--- src/hw/poe_pkg.sv ---
// Purpose: shared constants and types of the PoE port sequencer
// Assumes: 10 MHz core clock, 1 ms internal timebase tick
// Notes: detection voltage codes are 10-bit, 20 mV per step
package poe_pkg;
    // clock and timebase
    localparam int CLK_PERIOD_NS = 100;
    localparam int TICK_US = 1000;
    localparam int TICK_CYCLES = TICK_US * 1000 / CLK_PERIOD_NS;
    localparam int MS_W = 13;

    // sequence times, in ms ticks
    localparam int DET_PERIOD_MS = 580;
    localparam int BACKOFF_MS = 3200;
    localparam int SD_DELAY_MS = 4000;
    localparam int ERR_DELAY_MS = 4000;
    localparam int OVLD_MS = 62;
    localparam int MPDO_MS = 350;
    localparam int CLASS_MS = 37;
    localparam int SETTLE_MS = 20;
    localparam int BUDGET_SETTLE_MS = 10;

    // detection measurement scaling
    localparam int V_LSB_MV = 20;
    localparam int I1_UA = 170;
    localparam int I2_UA = 270;
    localparam int SIG_RMIN_OHM = 17000;
    localparam int SIG_RMAX_OHM = 29700;
    localparam int FORCE_VMIN_MV = 1000;
    localparam int FORCE_VMAX_MV = 10000;
    localparam int OPEN_MV = 12000;
    localparam int SHORT_MV = 500;
    localparam logic [9:0] DV_MIN_CODE =
        10'(SIG_RMIN_OHM * (I2_UA - I1_UA) / 1000 / V_LSB_MV);
    localparam logic [9:0] DV_MAX_CODE =
        10'(SIG_RMAX_OHM * (I2_UA - I1_UA) / 1000 / V_LSB_MV);
    localparam logic [9:0] FORCE_VMIN_CODE = 10'(FORCE_VMIN_MV / V_LSB_MV);
    localparam logic [9:0] FORCE_VMAX_CODE = 10'(FORCE_VMAX_MV / V_LSB_MV);
    localparam logic [9:0] OPEN_CODE = 10'(OPEN_MV / V_LSB_MV);
    localparam logic [9:0] SHORT_CODE = 10'(SHORT_MV / V_LSB_MV);

    // indicator timing
    localparam logic [5:0] PWM_PERIOD = 6'h32;
    localparam logic [5:0] PWM_ON = 6'h03;
    localparam int BLINK_MS = 200;
    localparam int PAUSE_MS = 1000;

    // register map
    localparam logic [3:0] REG_CTRL = 4'h0;
    localparam logic [3:0] REG_STATUS = 4'h4;
    localparam logic CTRL_EN_RESET = 1'h1;

    // fault codes, also the blink count
    localparam logic [2:0] FLT_NONE = 3'h0;
    localparam logic [2:0] FLT_SIG = 3'h1;
    localparam logic [2:0] FLT_CAP = 3'h2;
    localparam logic [2:0] FLT_BUDGET = 3'h3;
    localparam logic [2:0] FLT_OVLD = 3'h4;

    // budget node current and cut threshold selects
    localparam logic [1:0] BUD_NONE = 2'h0;
    localparam logic [1:0] BUD_C1 = 2'h1;
    localparam logic [1:0] BUD_C2 = 2'h2;
    localparam logic [1:0] BUD_FULL = 2'h3;
    localparam logic [1:0] OVERLOAD_CUT_THRESHOLD_FULL = 2'h0;
    localparam logic [1:0] OVERLOAD_CUT_THRESHOLD_C1 = 2'h1;
    localparam logic [1:0] OVERLOAD_CUT_THRESHOLD_C2 = 2'h2;
    localparam logic [2:0] CLASS_1 = 3'h1;
    localparam logic [2:0] CLASS_2 = 3'h2;

    typedef enum logic [1:0] {RES_VALID, RES_OPEN, RES_SHORT, RES_BAD} sig_res_t;
    typedef enum logic [3:0] {
        ST_SHUT, ST_HOLDOFF, ST_DET1, ST_DET2, ST_EVAL, ST_WAIT,
        ST_CLASS, ST_BUD_CHK, ST_BUD_ADD, ST_ON
    } seq_state_t;
endpackage

--- src/hw/led_if.sv ---
// Purpose: carries port state from the sequencer to the indicator driver
// Assumes: all signals on the core clock
// Notes: tick is the 1 ms timebase pulse
`timescale 1ns/10ps
interface led_if;
    logic port_on;
    logic [2:0] fault;
    logic tick;
    logic single_supply;
    modport ctl (output port_on, output fault, output tick, output single_supply);
    modport drv (input port_on, input fault, input tick, input single_supply);
endinterface

--- src/hw/poe_led_driver.sv ---
// Purpose: open-drain indicator drive, steady, blinking or pulsed
// Assumes: fault code is the number of blinks per burst
// Notes: enable high means the pin is pulled low
`timescale 1ns/10ps
module poe_led_driver (
    // clock and reset
    input wire logic clk,
    input wire logic nrst,
    // state from the sequencer
    led_if.drv led,
    // pin drive
    output logic led_oe
);
    logic [5:0] pwm_r, pwm_nxt;
    logic [10:0] ms_r, ms_nxt;
    logic [3:0] slot_r, slot_nxt;
    logic oe_r, oe_nxt;
    logic [3:0] last_slot;
    logic lit;

    always_comb
    begin
        last_slot = {led.fault, 1'b0};
        pwm_nxt = (pwm_r == poe_pkg::PWM_PERIOD - 6'h01) ? 6'h00 : pwm_r + 6'h01;
        ms_nxt = ms_r;
        slot_nxt = slot_r;
        if (led.fault == poe_pkg::FLT_NONE)
        begin
            ms_nxt = 11'h000;
            slot_nxt = 4'h0;
        end
        else if (led.tick)
        begin
            // burst of blinks, then a long dark pause
            if ((slot_r >= last_slot && ms_r >= 11'(poe_pkg::PAUSE_MS - 1)) ||
                (slot_r < last_slot && ms_r >= 11'(poe_pkg::BLINK_MS - 1)))
            begin
                ms_nxt = 11'h000;
                slot_nxt = (slot_r >= last_slot) ? 4'h0 : slot_r + 4'h1;
            end
            else
            begin
                ms_nxt = ms_r + 11'h001;
            end
        end
        if (led.fault != poe_pkg::FLT_NONE)
            lit = (slot_r < last_slot) && !slot_r[0];
        else
            lit = led.port_on;
        // short pulses let an inductor feed the led from 48 V cheaply
        oe_nxt = lit && (!led.single_supply || pwm_r < poe_pkg::PWM_ON);
    end

    always_ff @(posedge clk or negedge nrst)
    begin
        if (!nrst)
        begin
            pwm_r <= 6'h00;
            ms_r <= 11'h000;
            slot_r <= 4'h0;
            oe_r <= 1'b0;
        end
        else
        begin
            pwm_r <= pwm_nxt;
            ms_r <= ms_nxt;
            slot_r <= slot_nxt;
            oe_r <= oe_nxt;
        end
    end

    assign led_oe = oe_r;
endmodule

--- src/hw/poe_port_sequencer.sv ---
// Purpose: detect, classify, budget and power one PoE source port
// Assumes: analog converters and dc sense run on CLK; straps and other comparators are async pins
// Notes: all delays come from one 1 ms tick
// Operation
// pull indicator low while port is powered, release otherwise
// flash distinct indicator patterns for each kind of port fault
// on single 48V supply, pulse indicator low at 6% duty when lit
// legacy strap high also accepts large-capacitance older devices
// legacy strap low accepts only standard signatures
// legacy strap floating powers any load reading 1V to 10V
// backoff strap high waits 3.2 s after failed non-open detection
// backoff strap low adds no extra delay after failures
// refuse power when budget node is above 1V before turn-on
// source budget node current proportional to powered class
// oscillator pin grounded selects DC disconnect instead of AC
// AC mode removes power when capacitance stays low past dropout delay
// shutdown low stops detection and removes port power
// wait 4 s after shutdown release before first detection
// enforce strap low keeps full cut threshold; high lowers class 1,2
// apply two test currents, measure both, subtract for slope
// settle and measure each point; store first before second current
// accept signature resistance from 17k to 29.7k ohms
// flash a code for invalid signatures that are not open or short
// refuse over 5uF parallel capacitance unless legacy mode is on
// repeat detection every 580ms, or 3.2s with midspan backoff
// after valid detection: classify, check budget, then power up
// budget over after adding current: withdraw, abort, redetect
// remove power when current exceeds cut threshold over 62ms
// derive all delays from one free-running internal timebase
`timescale 1ns/10ps
module poe_port_sequencer #(
    parameter int TICK_CYCLES = poe_pkg::TICK_CYCLES
)(
    // clock and reset
    input wire logic CLK,
    input wire logic NRST,
    // register port
    input wire logic [3:0] ADDR,
    input wire logic [31:0] WDATA,
    input wire logic WR,
    input wire logic RD,
    output logic [31:0] RDATA,
    // straps and control pins
    input wire logic SHUTDOWN_N,
    input wire logic LEGACY_HI,
    input wire logic LEGACY_LO,
    input wire logic MIDSPAN,
    input wire logic CLASS_LIMIT_ENFORCE,
    input wire logic DISCONNECT_OSC_GROUNDED,
    input wire logic SINGLE_SUPPLY,
    // comparators from the port front end
    input wire logic BUDGET_OVER,
    input wire logic CAP_LARGE,
    input wire logic AC_SENSE_CAP_LOW,
    input wire logic DC_MPS_LOST,
    input wire logic OVERLOAD,
    // on-chip converters
    input wire logic [9:0] DET_V,
    input wire logic [2:0] CLASS_CODE,
    // port front end control
    output logic DET_EN,
    output logic DET_CUR_SEL,
    output logic CLASS_EN,
    output logic PORT_ON,
    output logic AC_MODE,
    output logic [1:0] BUDGET_CUR_SEL,
    output logic [1:0] OVERLOAD_CUT_THRESHOLD,
    // indicator pin
    output logic LED_O,
    output logic LED_OE
);
    localparam int DIV_W = $clog2(TICK_CYCLES);
    localparam int NPIN = 11;

    logic [NPIN-1:0] sync1_r, sync2_r;
    logic shutdown_n_s, legacy_hi_s, legacy_lo_s, midspan_s, enforce_s, osc_gnd_s;
    logic single_s, budget_over_s, cap_large_s, ac_low_s, dc_lost_s, overload_s;
    logic [DIV_W-1:0] div_r, div_nxt;
    logic tick;
    poe_pkg::seq_state_t state_r, state_nxt;
    logic [poe_pkg::MS_W-1:0] ms_r, ms_nxt, wait_lim_r, wait_lim_nxt;
    logic [9:0] v1_r, v1_nxt, v2_r, v2_nxt;
    logic [2:0] class_r, class_nxt, fault_r, fault_nxt;
    logic [6:0] ovld_r, ovld_nxt;
    logic [8:0] disc_r, disc_nxt;
    poe_pkg::sig_res_t res;
    logic ctrl_en_r, ctrl_en_nxt, enabled, disc_cond;
    logic [31:0] rdata_r, rdata_nxt;

    led_if led ();

    // classify the two-point measurement
    function automatic poe_pkg::sig_res_t sig_eval(input logic [9:0] v1, input logic [9:0] v2,
                                                  input logic hi, input logic lo,
                                                  input logic cap);
        logic [9:0] dv;
        dv = v2 - v1;
        if (!hi && !lo)
            sig_eval = (v2 >= poe_pkg::FORCE_VMIN_CODE && v2 <= poe_pkg::FORCE_VMAX_CODE) ?
                       poe_pkg::RES_VALID : poe_pkg::RES_BAD;
        else if (v2 >= poe_pkg::OPEN_CODE)
            sig_eval = poe_pkg::RES_OPEN;
        else if (v2 < poe_pkg::SHORT_CODE)
            sig_eval = poe_pkg::RES_SHORT;
        else if (v2 > v1 && dv >= poe_pkg::DV_MIN_CODE && dv <= poe_pkg::DV_MAX_CODE &&
                 (!cap || hi))
            sig_eval = poe_pkg::RES_VALID;
        else
            sig_eval = poe_pkg::RES_BAD;
    endfunction

    // class to budget current; class 0, 3 and 4 all take full power
    function automatic logic [1:0] bud_sel(input logic [2:0] cls);
        if (cls == poe_pkg::CLASS_1)
            bud_sel = poe_pkg::BUD_C1;
        else if (cls == poe_pkg::CLASS_2)
            bud_sel = poe_pkg::BUD_C2;
        else
            bud_sel = poe_pkg::BUD_FULL;
    endfunction

    // pin synchroniser
    always_ff @(posedge CLK or negedge NRST)
    begin
        if (!NRST)
        begin
            sync1_r <= '0;
            sync2_r <= '0;
        end
        else
        begin
            sync1_r <= {SHUTDOWN_N, LEGACY_HI, LEGACY_LO, MIDSPAN, CLASS_LIMIT_ENFORCE,
                        DISCONNECT_OSC_GROUNDED, SINGLE_SUPPLY, BUDGET_OVER, CAP_LARGE,
                        AC_SENSE_CAP_LOW, OVERLOAD};
            sync2_r <= sync1_r;
        end
    end

    assign {shutdown_n_s, legacy_hi_s, legacy_lo_s, midspan_s, enforce_s, osc_gnd_s,
            single_s, budget_over_s, cap_large_s, ac_low_s, overload_s} = sync2_r;
    // dc sense comes from on-chip logic on CLK
    assign dc_lost_s = DC_MPS_LOST;

    // free-running 1 ms timebase
    always_comb
    begin
        tick = (div_r == DIV_W'(TICK_CYCLES - 1));
        div_nxt = tick ? '0 : div_r + DIV_W'(1);
    end

    always_ff @(posedge CLK or negedge NRST)
    begin
        if (!NRST)
            div_r <= '0;
        else
            div_r <= div_nxt;
    end

    assign enabled = shutdown_n_s && ctrl_en_r;
    assign disc_cond = osc_gnd_s ? dc_lost_s : ac_low_s;
    assign res = sig_eval(v1_r, v2_r, legacy_hi_s, legacy_lo_s, cap_large_s);

    // port sequence
    always_comb
    begin
        state_nxt = state_r;
        wait_lim_nxt = wait_lim_r;
        v1_nxt = v1_r;
        v2_nxt = v2_r;
        class_nxt = class_r;
        fault_nxt = fault_r;
        ovld_nxt = 7'h00;
        disc_nxt = 9'h000;
        case (state_r)
            poe_pkg::ST_SHUT:
            begin
                state_nxt = poe_pkg::ST_HOLDOFF;
                wait_lim_nxt = poe_pkg::MS_W'(poe_pkg::SD_DELAY_MS);
            end
            poe_pkg::ST_HOLDOFF, poe_pkg::ST_WAIT:
            begin
                if (ms_r >= wait_lim_r)
                    state_nxt = poe_pkg::ST_DET1;
            end
            poe_pkg::ST_DET1:
            begin
                if (ms_r >= poe_pkg::MS_W'(poe_pkg::SETTLE_MS))
                begin
                    v1_nxt = DET_V;
                    state_nxt = poe_pkg::ST_DET2;
                end
            end
            poe_pkg::ST_DET2:
            begin
                if (ms_r >= poe_pkg::MS_W'(poe_pkg::SETTLE_MS))
                begin
                    v2_nxt = DET_V;
                    state_nxt = poe_pkg::ST_EVAL;
                end
            end
            poe_pkg::ST_EVAL:
            begin
                if (res == poe_pkg::RES_VALID)
                begin
                    fault_nxt = poe_pkg::FLT_NONE;
                    state_nxt = poe_pkg::ST_CLASS;
                end
                else
                begin
                    state_nxt = poe_pkg::ST_WAIT;
                    if (res == poe_pkg::RES_BAD)
                        fault_nxt = (cap_large_s && !legacy_hi_s) ?
                                    poe_pkg::FLT_CAP : poe_pkg::FLT_SIG;
                    else
                        fault_nxt = poe_pkg::FLT_NONE;
                    if (midspan_s && res != poe_pkg::RES_OPEN)
                        wait_lim_nxt = poe_pkg::MS_W'(poe_pkg::BACKOFF_MS);
                    else
                        wait_lim_nxt = poe_pkg::MS_W'(poe_pkg::DET_PERIOD_MS);
                end
            end
            poe_pkg::ST_CLASS:
            begin
                if (ms_r >= poe_pkg::MS_W'(poe_pkg::CLASS_MS))
                begin
                    class_nxt = CLASS_CODE;
                    state_nxt = poe_pkg::ST_BUD_CHK;
                end
            end
            poe_pkg::ST_BUD_CHK:
            begin
                wait_lim_nxt = poe_pkg::MS_W'(poe_pkg::DET_PERIOD_MS);
                if (budget_over_s)
                begin
                    fault_nxt = poe_pkg::FLT_BUDGET;
                    state_nxt = poe_pkg::ST_WAIT;
                end
                else
                    state_nxt = poe_pkg::ST_BUD_ADD;
            end
            poe_pkg::ST_BUD_ADD:
            begin
                if (ms_r >= poe_pkg::MS_W'(poe_pkg::BUDGET_SETTLE_MS))
                begin
                    if (budget_over_s)
                    begin
                        fault_nxt = poe_pkg::FLT_BUDGET;
                        state_nxt = poe_pkg::ST_WAIT;
                    end
                    else
                        state_nxt = poe_pkg::ST_ON;
                end
            end
            poe_pkg::ST_ON:
            begin
                ovld_nxt = overload_s ? ovld_r + {6'h00, tick} : 7'h00;
                disc_nxt = disc_cond ? disc_r + {8'h00, tick} : 9'h000;
                if (ovld_r >= 7'(poe_pkg::OVLD_MS))
                begin
                    fault_nxt = poe_pkg::FLT_OVLD;
                    wait_lim_nxt = poe_pkg::MS_W'(poe_pkg::ERR_DELAY_MS);
                    state_nxt = poe_pkg::ST_HOLDOFF;
                end
                else if (disc_r >= 9'(poe_pkg::MPDO_MS))
                begin
                    wait_lim_nxt = poe_pkg::MS_W'(poe_pkg::DET_PERIOD_MS);
                    state_nxt = poe_pkg::ST_WAIT;
                end
            end
            default:
                state_nxt = poe_pkg::ST_SHUT;
        endcase
        if (!enabled)
        begin
            state_nxt = poe_pkg::ST_SHUT;
            fault_nxt = poe_pkg::FLT_NONE;
        end
        // the timer restarts on every state change
        if (state_nxt != state_r)
            ms_nxt = '0;
        else if (tick && ms_r != '1)
            ms_nxt = ms_r + poe_pkg::MS_W'(1);
        else
            ms_nxt = ms_r;
    end

    always_ff @(posedge CLK or negedge NRST)
    begin
        if (!NRST)
        begin
            state_r <= poe_pkg::ST_SHUT;
            ms_r <= '0;
            wait_lim_r <= '0;
            v1_r <= 10'h000;
            v2_r <= 10'h000;
            class_r <= 3'h0;
            fault_r <= poe_pkg::FLT_NONE;
            ovld_r <= 7'h00;
            disc_r <= 9'h000;
        end
        else
        begin
            state_r <= state_nxt;
            ms_r <= ms_nxt;
            wait_lim_r <= wait_lim_nxt;
            v1_r <= v1_nxt;
            v2_r <= v2_nxt;
            class_r <= class_nxt;
            fault_r <= fault_nxt;
            ovld_r <= ovld_nxt;
            disc_r <= disc_nxt;
        end
    end

    // front end drive, decoded from the state and class registers and the synchronised straps
    assign DET_EN = (state_r == poe_pkg::ST_DET1) || (state_r == poe_pkg::ST_DET2);
    assign DET_CUR_SEL = (state_r == poe_pkg::ST_DET2);
    assign CLASS_EN = (state_r == poe_pkg::ST_CLASS);
    assign PORT_ON = (state_r == poe_pkg::ST_ON);
    assign AC_MODE = !osc_gnd_s;
    assign BUDGET_CUR_SEL = (state_r == poe_pkg::ST_BUD_ADD || state_r == poe_pkg::ST_ON) ?
                            bud_sel(class_r) : poe_pkg::BUD_NONE;
    assign OVERLOAD_CUT_THRESHOLD = !enforce_s ? poe_pkg::OVERLOAD_CUT_THRESHOLD_FULL :
                                    (class_r == poe_pkg::CLASS_1) ? poe_pkg::OVERLOAD_CUT_THRESHOLD_C1 :
                                    (class_r == poe_pkg::CLASS_2) ? poe_pkg::OVERLOAD_CUT_THRESHOLD_C2 :
                                    poe_pkg::OVERLOAD_CUT_THRESHOLD_FULL;

    // register port; data stands only in the cycle after the read
    always_comb
    begin
        ctrl_en_nxt = ctrl_en_r;
        if (WR && ADDR == poe_pkg::REG_CTRL)
            ctrl_en_nxt = WDATA[0];
        rdata_nxt = 32'h0000_0000;
        if (RD && ADDR == poe_pkg::REG_CTRL)
            rdata_nxt = {31'h0000_0000, ctrl_en_r};
        else if (RD && ADDR == poe_pkg::REG_STATUS)
            rdata_nxt = {21'h00_0000, state_r, class_r, fault_r, PORT_ON};
    end

    always_ff @(posedge CLK or negedge NRST)
    begin
        if (!NRST)
        begin
            ctrl_en_r <= poe_pkg::CTRL_EN_RESET;
            rdata_r <= 32'h0000_0000;
        end
        else
        begin
            ctrl_en_r <= ctrl_en_nxt;
            rdata_r <= rdata_nxt;
        end
    end

    assign RDATA = rdata_r;

    // indicator
    assign led.port_on = PORT_ON;
    assign led.fault = fault_r;
    assign led.tick = tick;
    assign led.single_supply = single_s;
    assign LED_O = 1'b0;

    poe_led_driver led_drv (
        .clk(CLK),
        .nrst(NRST),
        .led(led.drv),
        .led_oe(LED_OE)
    );
endmodule

--- config.mk ---
export PLATFORM = sky130hd
export DESIGN_NAME = poe_port_sequencer
export DESIGN_NICKNAME = d
export VERILOG_FILES = /design/src/hw/poe_pkg.sv /design/src/hw/led_if.sv /design/src/hw/poe_led_driver.sv /design/src/hw/poe_port_sequencer.sv
export SDC_FILE = /design/constraint.sdc
export NUM_CORES = 1
export LEC_CHECK = 0
export ABC_AREA = 0
export BUFFER_PORTS_ARGS = -buffer_cell sky130_fd_sc_hd__clkbuf_2
export CAP_MARGIN = 10
export CORE_ASPECT_RATIO = 1.4
export CORE_MARGIN = 3
export CORE_UTILIZATION = 58
export DETAILED_ROUTE_END_ITERATION = 10
export PLACE_DENSITY = 0.79
export SKIP_LAST_GASP = 1
export SYNTH_ARGS = -nofsm -noshare
export SYNTH_HDL_FRONTEND = slang
export SYNTH_SLANG_ARGS = --single-unit
--- constraint.sdc ---
create_clock -name CLK -period 3.8 [get_ports CLK]
set_input_delay 0.19 -clock CLK [delete_from_list [all_inputs] [get_ports CLK]]
set_output_delay 0.19 -clock CLK [all_outputs]
set_load 0.02 [all_outputs]
==> flow_summary.ini <==
[run_status]
status = finished, final reports clean

[synthesis]
yosys_warnings = 0
postSynthCellCount = 718
async_flop_share_pct = 100
ys_seq_area_share_pct = 46.1
synth.distinct_cells = 76
ys_ff_latch = 133
synth.cell_area_um2 = 7230
ys.flop_type = dfrtp_1
synth_edf_count = 0
syn_avg_cell_area_um2 = 10.1

[global_routing]
use_met2_pct = 39.4
antenna_found_initial = 0
use_met1_pct = 28.0
grt_pass1_wl_mm = 26.1
overflow = 0
grt-busiest-layer = met2
gr-usage-met3_pct = 5.14
grt_max_degree = 57
grt_usage_pct = 23.1
grt_pass1_vias = 5712

[sta]
slew_headroom_pct = 27.2
layout_min_cycle_time_ns = 3.29
rsz0062_at_grt = false
slew_violations = 0
worst_slew_pin_slew_ns = 1.08
hold_viol = 0
finalCritPeriodShare_pct = 86.6
tns_ns = 0
max_freq_ghz = 0.304
fin_worst_skew_ns = 0.00706
setup-violations-final = 0

[cts]
cts_resized = 0
post_cts_buffers = 0
cts.htree.levels = 4
cts_tree = built
clk_latency_ns = 0.42
cts.path.max_buffers = 2
cts-buffers-inserted = 17
cts_root_buffer = clkbuf_16
cts_sinks = 133
path_clk_slew_ns = 0.06

[setup_path]
critPathRequiredTime_ns = 4.10
cp_max_fo = 4
worst_path_max_delay_cell = fa_1
r2r_setup_slack_ns = 0.51
cpPeakStageDelay_ns = 0.43
setup.worst_path.start = v2_r[0]
crit_chain = inv_1, ha_1, inv_1, fa_1, nand2b_1, a22oi_1, o221ai_1, o21ai_0, and4_1, o211ai_1, a2111oi_4, a21oi_2, mux2_1
worst-setup-path-type = flop to flop
start_kind = flop
crit_top_cell = inv_1
r2r_end = wait_lim_r[9]
crit_end = wait_lim_r[9]
r2r_start = v2_r[0]
arrival_ns = 3.59
r2r_cells = 13
crit_path_end_kind = flop

[power]
p_leak_uw = 0.00396
max-vdd-ir-drop_mv = 0.319
powerDensity_nw_per_um2 = 384

[placed_design]
gp_congestion = 0.909
dpl.hpwl_mm = 10.9
portBuffers = 54
post_dp_cell_area_um2 = 7550
post-place-cells = 906

[final_layout]
post-route-util_pct = 69.4
drive_above_1_share_pct = 17.3
fillers = 915
stdcell_area_um2 = 8330
flow.area_growth_from_synthesis_pct = 15.2
fin_cells = 957
nNetsFinal = 896
diodes = 0

[floorplan]
fp.dieW_um = 100
rows = 47
die_h_um = 138
die_area_um2 = 13900
ioPinCount = 108
coreArea_um2 = 12000
start_util_pct = 60.3

[detailed_routing]
ant_nets = 0
first_pass_iters = 5
drtIter0Drc = 212
wl_per_cell_um = 16.0
viasPerCell = 5.81
num_vias = 5560
totalWireLength_mm = 15.3
drcViolationCount = 0

[flow_run]
cap_violations = 0

[hold_path]
hold_class = input pin to flop
-- worst max-delay path: cells and delay by family (launching register included) --
kind / cells / cell delay, ns
buffers and inverters: 2 / 0.13
adders and majority gates: 2 / 0.59
and+or+nand+nor: 2 / 0.42
muxes: 1 / 0.35
AOI/OAI and AO/OA: 6 / 1.28
DFF: 1 / 0.40
-- synth_stat cells (all sizes together) (4+ instances only) --
| cell | count | area, µm² |
|---|---|---|
| clkbuf | 11 | 41.3 |
| and2 | 18 | 113 |
| ha | 33 | 413 |
| nor4 | 10 | 105 |
| inv | 36 | 135 |
| nor3b | 5 | 42.5 |
| dfrtp | 132 | 3300 |
| o21ai | 38 | 190 |
| o21a | 5 | 37.5 |
| a21oi | 25 | 129 |
| nand3 | 30 | 150 |
| a2111oi | 4 | 72.6 |
| a21o | 8 | 60.1 |
| buf | 30 | 226 |
| nor2 | 58 | 220 |
| nand4 | 5 | 31.3 |
| xnor2 | 18 | 158 |
| and4 | 4 | 35.0 |
| nand2b | 15 | 93.8 |
| and3 | 21 | 138 |
| xor2 | 22 | 193 |
| o211ai | 6 | 50.1 |
| a211oi | 6 | 45.0 |
| o31ai | 5 | 42.5 |
| a31oi | 5 | 31.3 |
| a41oi | 4 | 53.8 |
| nor3 | 31 | 205 |
| nor2b | 11 | 71.3 |
| mux2 | 19 | 218 |
| nand2 | 58 | 218 |
-- cells in the final DEF (no fill, tap or decap), types with 16 or more instances in the layout --
cell           count
xnor2_1           18
inv_1             35
and3_1            19
dlygate4sd3_1     18
nand3_1           30
nor2_1            57
a21oi_1           24
and2_1            18
xor2_1            22
nand2_1           58
o21ai_0           38
nor3_1            21
ha_1              33
mux2_2            16
dfrtp_1          132
clkbuf_16         17
clkbuf_2          53
conb_1            22
-- worst min-delay path by stage --
stage	cells past startpoint	start	slack (ns)	end
after CTS	3	DET_V[6]	0.003	v1_r[6]
after floorplan	0	NRST	-0.11	RDATA[0]
final	3	DET_V[6]	0.008	v1_r[6]
after global routing	2	WDATA[0]	0.01	ctrl_en_r
after global placement	1	NRST	0.25	ms_r[8]
after detailed placement	1	NRST	0.28	ms_r[8]
-- routing by layer --
metal,wire length [µm],vias up
li1,-,2657
met1,6170,2699
met2,8000,165
met3,709,39
met4,415,0
met5,0,-
-- registers in the layout, summed over array words and instances (netlist names), 6 cells and up --
register / flops
div_r: 14
led_drv.pwm_r: 6
RDATA: 11
ms_r: 13
sync2_r: 11
sync1_r: 11
ovld_r: 7
disc_r: 9
v2_r: 10
v1_r: 10
led_drv.ms_r: 11
-- through the flow --
step                setup slack, ns  hold slack (ns)  power (µW)
finish                        0.508          0.00826        3200
CTS                           0.537          0.00303        3230
global placement              0.652            0.255        1620
floorplan                     0.867           -0.106        1580
global route                  0.224           0.0103        3320
detailed placement            0.576            0.280        1630
-- layout make-up --
type | count | area (µm²) | area share [%]
multi-input combinational | 529 | 3580 | 43.0
sequential | 133 | 3330 | 40.0
timing repair buffer | 80 | 517 | 6.21
clock buffer | 18 | 439 | 5.27
tap | 147 | 184 | 2.21
clock inverter | 14 | 141 | 1.70
inverter | 36 | 135 | 1.62
-- repair_timing --
item,in CTS,in global routing
endpoints found under the hold margin,71,0
hold buffers,18,0
setup endpoints to repair,0,0
-- logic make-up after synthesis --
| logic type | Yosys count | share of synthesized area [%] |
|---|---|---|
| simple gates | 279 | 21.1 |
| flops | 133 | 46.1 |
| compound gates | 132 | 12.9 |
| buf+inv | 77 | 5.57 |
| xor+xnor | 40 | 4.85 |
| fa+ha+maj | 34 | 5.99 |
| mux | 22 | 3.43 |
| other cells | 1 | 0.0519 |
-- where the power goes --
part / total [µW] / switching [µW] / internal, µW / leakage, µW
Combinational: 159 / 104 / 55.4 / 0.00199
Sequential: 1460 / 18.7 / 1440 / 0.00170
Clock: 1580 / 650 / 933 / 0.000272
Note: power is estimated with default switching activity, not from simulation.
